[src/cfb_pkg.sv]
package cfb_pkg;

   // Register byte addresses
   localparam logic [7:0] ADDR_CTRL    = 8'h00;
   localparam logic [7:0] ADDR_OPERAND = 8'h04;
   localparam logic [7:0] ADDR_RESULT  = 8'h08;
   localparam logic [7:0] ADDR_FLAGS   = 8'h0C;
   localparam logic [7:0] ADDR_PC      = 8'h10;
   localparam logic [7:0] ADDR_STATUS  = 8'h14;

   // Instruction word fields in CTRL
   localparam int OP_LSB   = 0;
   localparam int OP_W     = 4;
   localparam int BYTE_BIT = 4;
   localparam int OFS_LSB  = 16;
   localparam int OFS_W    = 10;

   // Operation codes
   localparam logic [3:0] OP_IDLE        = 4'h0;
   localparam logic [3:0] OP_MINUS_ONE   = 4'h1;
   localparam logic [3:0] OP_MINUS_TWO   = 4'h2;
   localparam logic [3:0] OP_PLUS_ONE    = 4'h3;
   localparam logic [3:0] OP_PLUS_TWO    = 4'h4;
   localparam logic [3:0] OP_NOT         = 4'h5;
   localparam logic [3:0] OP_IRQ_MASK    = 4'h6;
   localparam logic [3:0] OP_IRQ_UNMASK  = 4'h7;
   localparam logic [3:0] OP_BR_CARRY    = 4'h8;
   localparam logic [3:0] OP_BR_EQUAL    = 4'h9;

   // Operand constants
   localparam logic [15:0] VAL_ONE   = 16'h0001;
   localparam logic [15:0] VAL_TWO   = 16'h0002;
   localparam logic [15:0] ALL_W     = 16'hFFFF;
   localparam logic [15:0] ALL_B     = 16'h00FF;
   localparam logic [15:0] MIN_W     = 16'h8000;
   localparam logic [15:0] MIN_B     = 16'h0080;
   localparam logic [15:0] MAX_W     = 16'h7FFF;
   localparam logic [15:0] MAX_B     = 16'h007F;
   localparam int          SIGN_W    = 15;
   localparam int          SIGN_B    = 7;
   localparam logic [15:0] INSTR_LEN = 16'h0002;

   // Status word layout and masks
   localparam logic [8:0] GIE_MASK    = 9'h008;
   localparam logic [8:0] FLAGS_RESET = 9'h000;
   localparam int         STAT_ILLEGAL = 0;
   localparam int         STAT_HOLD    = 1;
   localparam int         STAT_GRANT   = 2;

   typedef struct packed {
      logic       sum_range_flag;
      logic [1:0] spare;
      logic       halt_oscillator;
      logic       halt_core;
      logic       global_irq_allow;
      logic       msb_flag;
      logic       all_clear_flag;
      logic       bit_out_flag;
   } cfb_flag_word_t;

   typedef struct packed {
      logic [9:0] offset;
      logic       byte_mode;
      logic [3:0] op;
   } cfb_instr_t;

endpackage

[src/cfb_core.sv]
// The APB register port and the register addresses were left to the implementer.
`timescale 1ns/1ps
// Notes on behaviour
// - minus_one subtracts one and writes the result back to the operand.
// - minus_one: zero flag when original is 1; carry clear only when original is 0.
// - minus_one: overflow only when original is the most negative value.
// - minus_two subtracts two; zero when original 2; carry clear for 0 or 1.
// - minus_two: overflow when original is most negative or one above it.
// - the five arithmetic forms set the sign flag from the result's top bit.
// - arithmetic forms leave both halt bits and the interrupt allow bit alone.
// - irq_mask_all clears only the interrupt allow bit of the status word.
// - irq_unmask_all sets only the interrupt allow bit of the status word.
// - after unmask the next instruction runs before any interrupt is granted.
// - plus_one adds one; zero and carry set only when original is all ones.
// - plus_one: overflow only when original is the largest positive value.
// - plus_two adds two; zero flag when original is all ones minus one.
// - plus_two: carry when original is all ones or all ones minus one.
// - plus_two: overflow when original is the largest positive or one below.
// - bitwise_not inverts the operand; zero flag when original is all ones.
// - bitwise_not: carry is the inverse of the zero condition of the result.
// - bitwise_not: overflow when the original operand was negative.
// - branch_on_carry adds twice the signed offset to PC when carry set.
// - branch_on_equal adds twice the signed offset to PC when zero set.
// - branches and mask operations leave the four arithmetic flags alone.
module cfb_core
   import cfb_pkg::*;
#(
   parameter int ADDR_W = 8
)
(
   // Clock and reset
   input  wire logic                pclk,
   input  wire logic                presetn,
   // APB slave
   input  wire logic                psel,
   input  wire logic                penable,
   input  wire logic                pwrite,
   input  wire logic [ADDR_W-1:0]   paddr,
   input  wire logic [31:0]         pwdata,
   output logic      [31:0]         prdata,
   output logic                     pready,
   output logic                     pslverr,
   // Core side
   input  wire logic                irq_pending,
   output logic                     irq_grant,
   output cfb_flag_word_t           flag_word,
   output logic      [15:0]         prog_counter,
   output logic      [15:0]         result
);

   logic [31:0]    prdata_q;
   logic           pready_q;
   logic           pslverr_q;
   logic           irq_grant_q;
   cfb_flag_word_t flags_q;
   cfb_flag_word_t flags_d;
   logic [15:0]    pc_q;
   logic [15:0]    pc_d;
   logic [15:0]    result_q;
   logic [15:0]    operand_q;
   cfb_instr_t     instr_q;
   logic           irq_hold_q;
   logic           illegal_q;

   logic           access;
   logic           wr_en;
   logic           mapped;
   logic           exec;
   logic           legal;
   logic           arith;
   cfb_instr_t     instr_w;
   logic [15:0]    dst;
   logic [15:0]    res;
   logic [15:0]    all_v;
   logic [15:0]    min_v;
   logic [15:0]    max_v;
   logic           c_n;
   logic           z_n;
   logic           v_n;
   logic [15:0]    branch_ofs;

   assign prdata       = prdata_q;
   assign pready       = pready_q;
   assign pslverr      = pslverr_q;
   assign irq_grant    = irq_grant_q;
   assign flag_word    = flags_q;
   assign prog_counter = pc_q;
   assign result       = result_q;

   // One wait state so that every bus answer is registered
   assign access = psel && penable && !pready_q;
   assign wr_en  = psel && penable && pready_q && pwrite && !pslverr_q;

   // Unmapped offsets still answer, with an error, so the bus never hangs
   always_comb
   begin
      if (paddr == ADDR_W'(ADDR_CTRL))
         mapped = 1'b1;
      else if (paddr == ADDR_W'(ADDR_OPERAND))
         mapped = 1'b1;
      else if (paddr == ADDR_W'(ADDR_RESULT))
         mapped = 1'b1;
      else if (paddr == ADDR_W'(ADDR_FLAGS))
         mapped = 1'b1;
      else if (paddr == ADDR_W'(ADDR_PC))
         mapped = 1'b1;
      else if (paddr == ADDR_W'(ADDR_STATUS))
         mapped = 1'b1;
      else
         mapped = 1'b0;
   end

   assign instr_w = cfb_instr_t'({pwdata[OFS_LSB +: OFS_W], pwdata[BYTE_BIT],
                                  pwdata[OP_LSB +: OP_W]});
   // Opcodes past the last branch are refused and only flagged
   assign exec    = wr_en && (paddr == ADDR_W'(ADDR_CTRL));
   assign legal   = (instr_w.op <= OP_BR_EQUAL);
   assign arith   = (instr_w.op >= OP_MINUS_ONE) && (instr_w.op <= OP_NOT);

   // Byte form sees only the low eight bits
   always_comb
   begin
      if (instr_w.byte_mode)
      begin
         dst   = operand_q & ALL_B;
         all_v = ALL_B;
         min_v = MIN_B;
         max_v = MAX_B;
      end
      else
      begin
         dst   = operand_q;
         all_v = ALL_W;
         min_v = MIN_W;
         max_v = MAX_W;
      end
   end

   always_comb
   begin
      res = dst;
      c_n = 1'b0;
      z_n = 1'b0;
      v_n = 1'b0;
      case (instr_w.op)
         OP_MINUS_ONE:
         begin
            res = (dst - VAL_ONE) & all_v;
            z_n = (dst == VAL_ONE);
            c_n = (dst != 16'h0000);
            v_n = (dst == min_v);
         end
         OP_MINUS_TWO:
         begin
            res = (dst - VAL_TWO) & all_v;
            z_n = (dst == VAL_TWO);
            c_n = (dst > VAL_ONE);
            v_n = (dst == min_v) || (dst == (min_v + VAL_ONE));
         end
         OP_PLUS_ONE:
         begin
            res = (dst + VAL_ONE) & all_v;
            z_n = (dst == all_v);
            c_n = (dst == all_v);
            v_n = (dst == max_v);
         end
         OP_PLUS_TWO:
         begin
            res = (dst + VAL_TWO) & all_v;
            z_n = (dst == (all_v - VAL_ONE));
            c_n = (dst == (all_v - VAL_ONE)) || (dst == all_v);
            v_n = (dst == max_v) || (dst == (max_v - VAL_ONE));
         end
         OP_NOT:
         begin
            res = dst ^ all_v;
            z_n = (dst == all_v);
            c_n = ((dst ^ all_v) != 16'h0000);
            v_n = instr_w.byte_mode ? dst[SIGN_B] : dst[SIGN_W];
         end
         default:
         begin
            // Other ops pass the operand through untouched
            res = dst;
         end
      endcase
   end

   // Status word next value; halt bits are never touched here
   always_comb
   begin
      flags_d = flags_q;
      case (instr_w.op)
         OP_IRQ_MASK:
            flags_d = cfb_flag_word_t'(flags_q & ~GIE_MASK);
         OP_IRQ_UNMASK:
            flags_d = cfb_flag_word_t'(flags_q | GIE_MASK);
         default:
         begin
            if (arith)
            begin
               flags_d.msb_flag       = instr_w.byte_mode ? res[SIGN_B] : res[SIGN_W];
               flags_d.all_clear_flag = z_n;
               flags_d.bit_out_flag   = c_n;
               flags_d.sum_range_flag = v_n;
            end
         end
      endcase
   end

   // Offset counts words, so it is doubled into bytes
   assign branch_ofs = {{(16-OFS_W-1){instr_w.offset[OFS_W-1]}}, instr_w.offset, 1'b0};

   always_comb
   begin
      // Illegal ops never load this, so the PC waits with them
      pc_d = pc_q + INSTR_LEN;
      if ((instr_w.op == OP_BR_CARRY) && flags_q.bit_out_flag)
         pc_d = pc_q + INSTR_LEN + branch_ofs;
      else if ((instr_w.op == OP_BR_EQUAL) && flags_q.all_clear_flag)
         pc_d = pc_q + INSTR_LEN + branch_ofs;
   end

   // APB answer
   // Registered answer costs a cycle but keeps decode off the outputs
   always_ff @(posedge pclk or negedge presetn)
   begin
      if (!presetn)
      begin
         pready_q  <= 1'b0;
         pslverr_q <= 1'b0;
         prdata_q  <= 32'h0000_0000;
      end
      else
      begin
         pready_q  <= access;
         pslverr_q <= access && !mapped;
         if (access && !pwrite)
         begin
            if (paddr == ADDR_W'(ADDR_CTRL))
               prdata_q <= 32'({instr_q.offset, 11'h000, instr_q.byte_mode,
                                instr_q.op});
            else if (paddr == ADDR_W'(ADDR_OPERAND))
               prdata_q <= 32'(operand_q);
            else if (paddr == ADDR_W'(ADDR_RESULT))
               prdata_q <= 32'(result_q);
            else if (paddr == ADDR_W'(ADDR_FLAGS))
               prdata_q <= 32'(flags_q);
            else if (paddr == ADDR_W'(ADDR_PC))
               prdata_q <= 32'(pc_q);
            else if (paddr == ADDR_W'(ADDR_STATUS))
               // Grant, unmask hold, sticky illegal
               prdata_q <= 32'({irq_grant_q, irq_hold_q, illegal_q});
            else
               prdata_q <= 32'h0000_0000;
         end
         else
         begin
            prdata_q <= 32'h0000_0000;
         end
      end
   end

   // Instruction register and operand write-back
   // Byte form writes back a cleared high byte
   always_ff @(posedge pclk or negedge presetn)
   begin
      if (!presetn)
      begin
         instr_q   <= '0;
         operand_q <= 16'h0000;
         result_q  <= 16'h0000;
      end
      else if (exec && legal)
      begin
         instr_q <= instr_w;
         if (arith)
         begin
            operand_q <= res;
            result_q  <= res;
         end
      end
      else if (wr_en && (paddr == ADDR_W'(ADDR_OPERAND)))
      begin
         operand_q <= pwdata[15:0];
      end
   end

   // Status word and program counter
   // Direct writes never meet an execute: one address per transfer
   always_ff @(posedge pclk or negedge presetn)
   begin
      if (!presetn)
      begin
         flags_q <= cfb_flag_word_t'(FLAGS_RESET);
         pc_q    <= 16'h0000;
      end
      else if (exec && legal)
      begin
         flags_q <= flags_d;
         pc_q    <= pc_d;
      end
      else if (wr_en && (paddr == ADDR_W'(ADDR_FLAGS)))
      begin
         flags_q       <= cfb_flag_word_t'(pwdata[8:0]);
         flags_q.spare <= 2'b00;
      end
      else if (wr_en && (paddr == ADDR_W'(ADDR_PC)))
      begin
         pc_q <= pwdata[15:0] & ~VAL_ONE;
      end
   end

   // Illegal opcode is sticky; a new one beats a clear in the same cycle
   always_ff @(posedge pclk or negedge presetn)
   begin
      if (!presetn)
         illegal_q <= 1'b0;
      else if (exec && !legal)
         illegal_q <= 1'b1;
      else if (wr_en && (paddr == ADDR_W'(ADDR_STATUS)) && pwdata[STAT_ILLEGAL])
         illegal_q <= 1'b0;
   end

   // Hold keeps a pending request off until one more instruction has run
   // Interrupt window: grant uses the allow bit as it stood before this edge,
   // so one interrupt may still slip in right after a mask
   always_ff @(posedge pclk or negedge presetn)
   begin
      if (!presetn)
      begin
         irq_hold_q  <= 1'b0;
         irq_grant_q <= 1'b0;
      end
      else
      begin
         if (exec && legal)
            irq_hold_q <= (instr_w.op == OP_IRQ_UNMASK);
         irq_grant_q <= flags_q.global_irq_allow && irq_pending && !irq_hold_q;
      end
   end

endmodule // cfb_core

[config.mk]
export PLATFORM = sky130hd
export DESIGN_NAME = cfb_core
export DESIGN_NICKNAME = d
export VERILOG_FILES = /design/src/cfb_pkg.sv /design/src/cfb_core.sv
export SDC_FILE = /design/constraint.sdc
export NUM_CORES = 1
export LEC_CHECK = 0
export ABC_AREA = 1
export ABC_CLOCK_PERIOD_IN_PS = 3100
export BUFFER_PORTS_ARGS = -buffer_cell sky130_fd_sc_hd__clkbuf_2
export CORE_UTILIZATION = 53
export CTS_CLUSTER_DIAMETER = 200
export CTS_CLUSTER_SIZE = 30
export DETAILED_ROUTE_END_ITERATION = 8
export HOLD_SLACK_MARGIN = 0.1
export PLACE_DENSITY = 0.75
export SYNTH_ARGS = -nofsm -noshare
export SYNTH_HDL_FRONTEND = slang
export SYNTH_SLANG_ARGS = --single-unit
[constraint.sdc]
create_clock -name pclk -period 3.1 [get_ports pclk]
set_clock_uncertainty 0.15 [all_clocks]
set_input_delay 0.31 -clock pclk [delete_from_list [all_inputs] [get_ports pclk]]
set_output_delay 0.31 -clock pclk [all_outputs]
set_load 0.1 [all_outputs]
==> out/metrics.cfg, run 1 <==
[sta]
fmax_mhz = 320.0
hold_violations = 0
finalSetupViolCount = 1
hold_ws_ps = 107.1
setup_ws_ps = -24.72
relSlewSlack = 0.3235
slew_viol_final = 0
period_minus_slack_ps = 3125
finalCritPeriodShare = 1.008
rsz0062_at_grt = yes
worst_pin_slew_ps = 1015

[logic_synthesis]
netlist.area_leader.share = 0.3184
ys_warn_count = 0
synth_area_per_cell_um2 = 6.512
synthArstFlopShare = 1.000
synth_cell_types = 48
yosys.area.top_type = dfrtp_1
synth_seq_area_share = 0.3184
syn_area_um2 = 7860
synthCells = 1207
synth.ff_latch_count = 100
synth_edf_count = 0
synth-main-ff-cell = dfrtp_1
synthTopCellsByArea = dfrtp_1 32%, nand2_1 15%, nand3_1 7.5%, inv_1 6.7%, nor2_1 6.7%

[worst_setup_path]
critPathCaptureType = register
cpPeakStageDelay_ps = 470
required_ps = 3240
crit_fanout = 4
worstPathArrival_ps = 3260
critPathLaunchType = register
cp_slowest_cell = dfrtp_4
crit_type = reg2reg
r2r_slack_ps = -20
path_cells = ha_4 > nand2_2 > nor2_2 > nand4_1 > or2_4 > nor2_4 > inv_2 > o21ai_2 > inv_2 > ha_4 > inv_4 > o21bai_1 > a21oi_1 > o21bai_1 > a21oi_2 > nand2_1 > nand2_1 > nand3_1 > nand3_1 > a21oi_1

[drt]
drtIter0Drc = 1128
ant_nets = 0
wirelength_um = 27010
dr.pass1.iters = 6
wl_per_cell_um = 17.73
vias = 8835
viasPerCell = 5.801
drc = 0

[power_and_ir_drop]
p_int_mw = 1.987
switching_share = 0.3071
pwr-share-comb = 0.137
p_leak_nw = 4.740
p_clk_frac = 0.403
ir_worst_vdd_mv = 0.2567
seqPwrFrac = 0.460
switchingPower_uw = 880.8
power.density_nw_per_um2 = 308.5

[layout]
syn2layout_area_growth_pct = 18.29
final_area_um2 = 9298
antennaDiodeCount = 0
nNetsFinal = 1404
drive_above_1_share = 0.1748

[worst_hold_path]
hp-class = in2reg

[clock_network]
clock-sinks = 100
clockBufferDepth = 2
cts_root_buf = clkbuf_16
cts_tree = built
clk_pin_slew_ps = 80
cts_made_buffers = 9
insertion_delay_ps = 370
htreeDepth = 3

[flow_run]
maxCapViolations = 0

[grt]
grt_pass1_vias = 7714
grt_pass1_wl_um = 41890
grt_max_degree = 79
overflow = 0
antenna_found_initial = 0
grt.total_usage = 0.3633

[status]
violations = negative setup slack
outcome = finished with violations

[die]
die_y_um = 123.8
dieArea_um2 = 15320
core_um2 = 14480
top_level_ports = 122
core.rowCount = 44
die_x_um = 123.8
initial_core_util = 0.5429

[place]
placed_area_um2 = 8648
globalplace.congestion = 1.007
portBuffers = 106
dp_hpwl_um = 20090

synth_stat cells (8+ instances only):
master,instances
o21ai_1,13
ha_1,23
xor2_1,15
o211ai_1,18
nor3_1,15
nand3_1,118
nand4_1,13
inv_2,9
dfrtp_1,100
nand2_2,8
clkbuf_1,8
buf_4,16
inv_1,140
o221ai_1,10
nor2_1,140
buf_2,23
o21ai_0,88
nand2_1,318
a31oi_1,19
o22ai_1,11
a21oi_1,54
flip-flops by register name, indices dropped and copies added, names as in the netlist:
register	count
operand_q	16
result	16
illegal_q	1
prog_counter	15
flag_word	7
irq_grant	1
pslverr	1
pready	1
instr_q	15
irq_hold_q	1
prdata	26
layout make-up:
cell class                      instances  area, µm²
Timing Repair Buffer                  159      973.4
Clock inverter                          7      75.07
Clock buffer                            9      225.2
Sequential cell                       100       2526
Tap cell                              184      230.2
Inverter                              151      569.3
Multi-Input combinational cell        913       4698
Fill cell                            1326       5181
timing repair:
| action | CTS | global route |
|---|---|---|
| hold buffers | 17 | 0 |
| cloned | 0 | 0 |
| endpoints found under the hold margin | 92 | 0 |
| setup endpoints to repair | 3 | 7 |
| setup buffers | 2 | 4 |
| resized for setup | 6 | 30 |
| pin swaps | 4 | 27 |
power by group through the flow:
stage          clock network, mW  registers, mW  logic [mW]
2_1_floorplan                  0           1.37       0.209
3_3_place_gp                   0           1.34       0.355
3_5_place_dp                   0           1.34       0.357
4_1_cts                     1.16           1.32       0.376
5_1_grt                     1.22           1.32       0.425
6_report                    1.16           1.32       0.392
critical path: cells and delay by family (launching register included):
| kind | cells | cell delay, ps |
|---|---|---|
| fa+ha+maj | 2 | 430 |
| compound gates | 6 | 910 |
| flops | 1 | 470 |
| buf+inv | 3 | 150 |
| simple gates | 9 | 930 |
cell families after synthesis:
| family | after synthesis | share of synthesized area |
|---|---|---|
| AND/OR/NAND/NOR | 633 | 0.3427 |
| adder cells (fa/ha/maj) | 24 | 0.03916 |
| AO/OA/AOI/OAI | 230 | 0.1697 |
| other | 1 | 0.0004771 |
| flip-flops | 100 | 0.3184 |
| buffers and inverters | 202 | 0.1106 |
| XOR/XNOR | 17 | 0.01894 |
path summary, 6_finish.rpt:
check,startpoint,end,depth (start not counted)
worst min register to register,irq_hold_q,irq_grant,1
worst min-delay path,pwdata[13],prog_counter[13],3
min in group asynchronous,presetn,instr_q[13],2
max in group asynchronous,presetn,result[6],3
worst max-delay path,prog_counter[1],prog_counter[14],20
worst max register to register,prog_counter[1],prog_counter[14],20
metrics by stage:
step           setup TNS, ps  std cells  total power, mW  setup WS [ps]    util
2_1_floorplan              0       1215            1.582          6.466       -
3_3_place_gp               0       1484            1.699          27.32  0.5973
3_5_place_dp          -16.07       1484            1.701         -16.07  0.5973
4_1_cts                    0       1519            2.853          4.497  0.6326
5_1_grt               -403.0       1523            2.968         -128.0  0.6422
6_report              -24.72       1523            2.868         -24.72  0.6422
layer usage:
layer | part of all wire | global-route usage
met2 | 0.44 | 0.5392
met1 | 0.43 | 0.5120
met3 | 0.10 | 0.08974
met4 | 0.027 | 0.1265
met5 | 0 | 0
placed cells by master (no fill, tap or decap), types with 14 or more instances in the layout:
cell type      netlist  final
nand2_1            318    317
inv_1              140    134
nor2_1             140    133
nand3_1            118    115
clkbuf_2             0    105
dfrtp_1            100     91
o21ai_0             88     84
a21oi_1             54     51
buf_4               16     37
o211ai_1            18     18
a31oi_1             19     18
ha_1                23     17
dlygate4sd3_1        0     17
o21ai_1             13     16
inv_2                9     14
xor2_1              15     14
Power figures use the tool's default switching activity.
==> run 2: changes to the inputs <==
--- a/config.mk
+++ b/config.mk
@@ -8,6 +8,7 @@
 export ABC_AREA = 1
 export ABC_CLOCK_PERIOD_IN_PS = 3100
 export BUFFER_PORTS_ARGS = -buffer_cell sky130_fd_sc_hd__clkbuf_2
+export CORE_MARGIN = 2
 export CORE_UTILIZATION = 53
 export CTS_CLUSTER_DIAMETER = 200
 export CTS_CLUSTER_SIZE = 30
==> run 2 against run 1 <==
The run now ends clean. Clock power grew 7%. Power grew 2.7%. Utilization grew 0.11 points. Design area grew 0.55%. Largest power group unchanged.
==> out/metrics.cfg, run 2 (synthesized netlist as in run 1, its figures left out) <==
[worst_setup_path]
rr_startpoint = prog_counter[1]
critPathLaunchType = register
worstPathArrival_ps = 3200
crit_type = reg2reg
required_ps = 3250
r2r-end = prog_counter[14]
crit_fanout = 6
r2r_slack_ps = 50
worst_r2r_path_depth = 20
critPathLaunch = prog_counter[1]
critPathCaptureType = register

[power_and_ir_drop]
p_leak_nw = 4.758
seqPwrFrac = 0.448
p_clk_frac = 0.420
pwr-share-comb = 0.132
switchingPower_uw = 877.4
switching_share = 0.2978
power.density_nw_per_um2 = 315.1
ir_worst_vdd_mv = 0.3306
p_int_mw = 2.069

[grt]
grt_max_degree = 39
grt_pass1_vias = 7816
antenna_found_initial = 0
overflow = 0
grt.total_usage = 0.3239
grt_pass1_wl_um = 41160

[layout]
layout_commonest_cell = nand2_1
antennaDiodeCount = 0
largest_reg_flops = 26
final_core_util = 0.6433
final_area_um2 = 9349
nNetsFinal = 1403
layoutNonFillerInstCount = 1522
syn2layout_area_growth_pct = 18.94
final_cell_mix = 315 x nand2_1, 135 x inv_1, 134 x nor2_1
drive_above_1_share = 0.1771

[worst_hold_path]
holdPathEnd = prog_counter[11]
hold_start = pwdata[11]
hp-class = in2reg
min_path_cells = 3

[sta]
worst_pin_slew_ps = 822.5
finalCritPeriodShare = 0.9837
rsz0062_at_grt = yes
fmax_mhz = 327.9
period_minus_slack_ps = 3050
relSlewSlack = 0.4496
slew_viol_final = 0
finalSetupViolCount = 0
hold_violations = 0

[die]
top_level_ports = 122
dieArea_um2 = 15820
die_y_um = 125.8
core.rowCount = 44
die_x_um = 125.8
initial_core_util = 0.5408
core_um2 = 14530

[drt]
wl_per_cell_um = 17.40
vias = 8868
drc = 0
wirelength_um = 26490
viasPerCell = 5.827
drtIter0Drc = 1067
dr.pass1.iters = 6
ant_nets = 0

[status]
outcome = finished, final reports clean

[clock_network]
insertion_delay_ps = 360
cts_tree = built
clockBufferDepth = 2
cts_root_buf = clkbuf_16
clk_pin_slew_ps = 80
cts_made_buffers = 9
htreeDepth = 3
clock-sinks = 100

[flow_run]
maxCapViolations = 0

[place]
dp_hpwl_um = 19780
globalplace.congestion = 0.9722
dp_cells = 1486
portBuffers = 106
placed_area_um2 = 8663

-- run 2: cell count changes in the layout (fill, tap and decap cells not counted), sizes merged --
cell,previous run,this run
dlygate4sd3,17,14
buf,37,39
inv,154,150
bufinv,0,1
clkinvlp,1,0
clkinv,3,7
-- run 2: how the worst max path moves through the flow --
stage                  endpoint  slack (ps)  cells past startpoint
2_1_floorplan  prog_counter[15]           6                     19
3_3_place_gp   prog_counter[14]          30                     20
3_5_place_dp   prog_counter[14]         -20                     20
4_1_cts        prog_counter[14]         0.6                     20
5_1_grt        prog_counter[14]        -150                     20
6_report       prog_counter[14]          50                     20
-- run 2: stage by stage --
stage,power (mW),TNS (ps),hold slack (ps),setup WS (ps)
final,2.946,0,97.22,50.43
after global routing,3.031,-467.8,121.7,-153.3
after CTS,2.928,0,101.2,0.6066
after detailed placement,1.701,-17.51,143.5,-17.51
after global placement,1.697,0,146.0,26.86
after floorplan,1.582,0,-135.6,6.466
-- run 2: cell type report --
class	instances	area, µm²
Fill cell	1340	5185
Clock buffer	9	225.2
Timing Repair Buffer	158	958.4
Tap cell	184	230.2
Clock inverter	7	107.6
Inverter	151	569.3
Sequential cell	100	2526
Multi-Input combinational cell	913	4732
-- run 2: what timing repair did --
item,4_1_cts,5_1_grt
resized for setup,2,39
endpoints found under the hold margin,48,0
pin swaps,0,21
endpoints found under the setup margin,3,7
buffers inserted,1,5
hold buffers,14,0
-- run 2: worst max-delay path, stage by stage, from the launching register on --
cell	delay [ps]
dfrtp_4	480
ha_4	170
nand2_4	60
nor2_4	90
nand4_1	110
or2_4	280
nor2_4	110
inv_2	70
o21ai_4	160
inv_2	60
ha_4	270
inv_2	50
o21bai_1	180
a21oi_1	100
o21bai_1	190
a21oi_2	50
nand2_1	70
nand2_1	60
nand3_2	60
nand3_2	60
a21oi_2	130
-- run 2: metal layers --
metal  share of wire  routed length [µm]  up-vias  GRT usage
met5               0                   0        -          0
met4           0.031                 809        0     0.1015
met3            0.10                2696       62    0.05268
met2            0.44               11590      540     0.4868
met1            0.43               11390     4054     0.4810
li1                -                   -     4212          -
-- run 2: power groups by stage --
stage               sequential, mW  clock, mW  combinational [mW]
floorplan                     1.37          0               0.209
global placement              1.34          0               0.353
detailed placement            1.34          0               0.356
CTS                           1.32       1.24               0.371
global route                  1.32       1.29               0.420
finish                        1.32       1.24               0.389
==> run 3: changes to the inputs <==
--- a/config.mk
+++ b/config.mk
@@ -5,8 +5,6 @@
 export SDC_FILE = /design/constraint.sdc
 export NUM_CORES = 1
 export LEC_CHECK = 0
-export ABC_AREA = 1
-export ABC_CLOCK_PERIOD_IN_PS = 3100
 export BUFFER_PORTS_ARGS = -buffer_cell sky130_fd_sc_hd__clkbuf_2
 export CORE_MARGIN = 2
 export CORE_UTILIZATION = 53
==> run 3 against run 2 <==
Sequential share of layout area is 0.26 points higher. Die area is 2.6% lower. Combinational power is 5% higher. Register-to-register slack better by 90 ps. Wire length is 3.3% lower. Synthesized cell count is 19% lower. Critical endpoint is now prog_counter[12]. Design area is 0.87% lower. Final cell count is 14% lower.
==> out/metrics.cfg, run 3 <==
[die]
top_level_ports = 122
dieArea_um2 = 15410
initial_core_util = 0.5467
die_x_um = 124.1
die_y_um = 124.1
core.rowCount = 43
core_um2 = 13990

[power_and_ir_drop]
p_int_mw = 2.013
pwr-share-comb = 0.144
p_leak_nw = 4.332
p_clk_frac = 0.390
seqPwrFrac = 0.466
switchingPower_uw = 812.8
ir_worst_vdd_mv = 0.2521
power.density_nw_per_um2 = 304.9
switching_share = 0.2876

[sta]
period_minus_slack_ps = 2957
fmax_mhz = 338.2
setup-tns-final_ps = 0
finalCritPeriodShare = 0.9539
finalSetupViolCount = 0
hold_violations = 0
relSlewSlack = 0.5636
slew_viol_final = 0
worst_pin_slew_ps = 638.2

[clock_network]
cts_tree = built
insertion_delay_ps = 350
clock-sinks = 100
clockBufferDepth = 2
clk_pin_slew_ps = 70
htreeDepth = 3
cts_made_buffers = 9
cts_root_buf = clkbuf_16

[layout]
nNetsFinal = 1194
largest_reg_flops = 26
final_cell_mix = 139 x nand2_1, 105 x clkbuf_2, 103 x nor2_1
antennaDiodeCount = 0
final_core_util = 0.6625
layoutNonFillerInstCount = 1309
drive_above_1_share = 0.2259
layout_commonest_cell = nand2_1
syn2layout_area_growth_pct = 21.19

[worst_setup_path]
cp_slowest_cell = dfrtp_4
required_ps = 3170
critPathCaptureType = register
crit_fanout = 4
critPathLaunchType = register
crit_type = reg2reg
cpPeakStageDelay_ps = 400
worstPathArrival_ps = 3030
path_cells = and3_4 > nand3_1 > nor2_1 > xor2_1 > ha_1 > and3_4 > a31oi_1 > o21ai_1 > a41oi_2 > o21bai_1 > a21oi_1 > xor2_1 > a31oi_1

[grt]
grt_pass1_wl_um = 40170
grt_pass1_vias = 7491
overflow = 0
grt_max_degree = 44
grt.total_usage = 0.3373
antenna_found_initial = 0

[logic_synthesis]
ys_top_cells_by_count = 139 x nand2_1, 104 x nor2_1, 100 x dfrtp_1
netlist.area_leader.share = 0.3272
synthTopCellsByArea = dfrtp_1 33%, nand2_1 6.8%, a21oi_1 5.8%, nor2_1 5.1%, xnor2_1 4.0%
ys_warn_count = 0
synth_edf_count = 0
synth.ff_latch_count = 100
syn_area_um2 = 7647
synthArstFlopShare = 1.000
synth_seq_area_share = 0.3272
synth_cell_types = 78
synthCells = 980
yosysMostFrequentCell = nand2_1
synth-main-ff-cell = dfrtp_1
synth_area_per_cell_um2 = 7.803
yosys.area.top_type = dfrtp_1

[drt]
wirelength_um = 25620
wl_per_cell_um = 19.57
vias = 8369
drc = 0
dr.pass1.iters = 8
ant_nets = 0
viasPerCell = 6.393
drtIter0Drc = 1063

[place]
dp_hpwl_um = 18810
globalplace.congestion = 0.9839
dp_cells = 1276
portBuffers = 106

[worst_hold_path]
hp-class = in2reg

[flow_run]
maxCapViolations = 0

[status]
outcome = finished, final reports clean

-- run 3: changes by cell type after synthesis, sizes merged, moves of 15 or more --
cell	previous run	this run
and3	0	15
clkbuf	8	48
inv	149	10
nor2	146	106
xnor2	2	35
nand2	326	139
a21oi	54	88
nand3	118	41
nand2b	0	16
o21ai	103	53
-- run 3: cell families after synthesis --
family,after synthesis,synth area share
compound gates,268,0.2278
flops,100,0.3272
mux,16,0.02127
buf+inv,93,0.05465
other cells,1,0.0004904
simple gates,425,0.2677
xor+xnor,53,0.06070
fa+ha+maj,24,0.04025
-- run 3: worst max-delay path, delay by kind of cell, from the launching register on --
kind	cells	cell delay [ps]
AOI/OAI and AO/OA	6	870
and+or+nand+nor	4	660
xor gates and xnor gates	2	450
DFF	1	400
adders and majority gates	1	300
-- run 3: stage by stage --
stage               setup WS, ps  power, mW  instance area (µm²)  hold slack [ps]
floorplan                 -41.87      1.591                 7704           -135.6
global placement           97.55      1.718                 8752            169.8
detailed placement         2.774      1.722                 8752            170.6
CTS                        26.02      2.818                 9171            102.5
global route              -7.695      2.930                 9268            110.6
finish                     142.9      2.826                 9268            104.3
-- run 3: worst paths after layout --
| path | startpoint | endpoint | slack [ps] | depth (start not counted) |
|---|---|---|---|---|
| max in group asynchronous | presetn | prog_counter[10] | 1750 | 3 |
| setup / recovery | prog_counter[3] | prog_counter[12] | 140 | 13 |
| hold / removal | pwdata[10] | operand_q[10] | 100 | 3 |
| hold reg to reg | instr_q[6] | instr_q[6] | 310 | 2 |
| setup reg to reg | prog_counter[3] | prog_counter[12] | 140 | 13 |
| min in group asynchronous | presetn | pready | 330 | 2 |
-- run 3: layout make-up --
class | instances | area, µm²
Sequential cell | 100 | 2529
Inverter | 11 | 41.29
Tap cell | 180 | 225.2
Fill cell | 1216 | 4721
Timing Repair Buffer | 207 | 1349
Multi-Input combinational cell | 795 | 4837
Clock buffer | 11 | 242.7
Clock inverter | 5 | 43.79
-- run 3: power groups by stage --
stage	sequential [mW]	combinational, mW	clock, mW
after global placement	1.34	0.377	0
after floorplan	1.36	0.227	0
after CTS	1.32	0.394	1.11
after global routing	1.32	0.438	1.18
final	1.32	0.408	1.10
after detailed placement	1.34	0.381	0
-- run 3: timing repair --
item,CTS,global route
resized for setup,1,13
setup buffers,0,4
pin swaps,0,7
hold buffers,13,0
endpoints found under the setup margin,1,6
hold endpoints to repair,49,0
-- run 3: routing by layer --
metal / GRT usage / vias to the layer above / routed length, µm
li1: - / 3806 / -
met1: 0.4838 / 3911 / 10630
met2: 0.5188 / 566 / 11370
met3: 0.06502 / 86 / 2875
met4: 0.09621 / 0 / 743
met5: 0 / - / 0
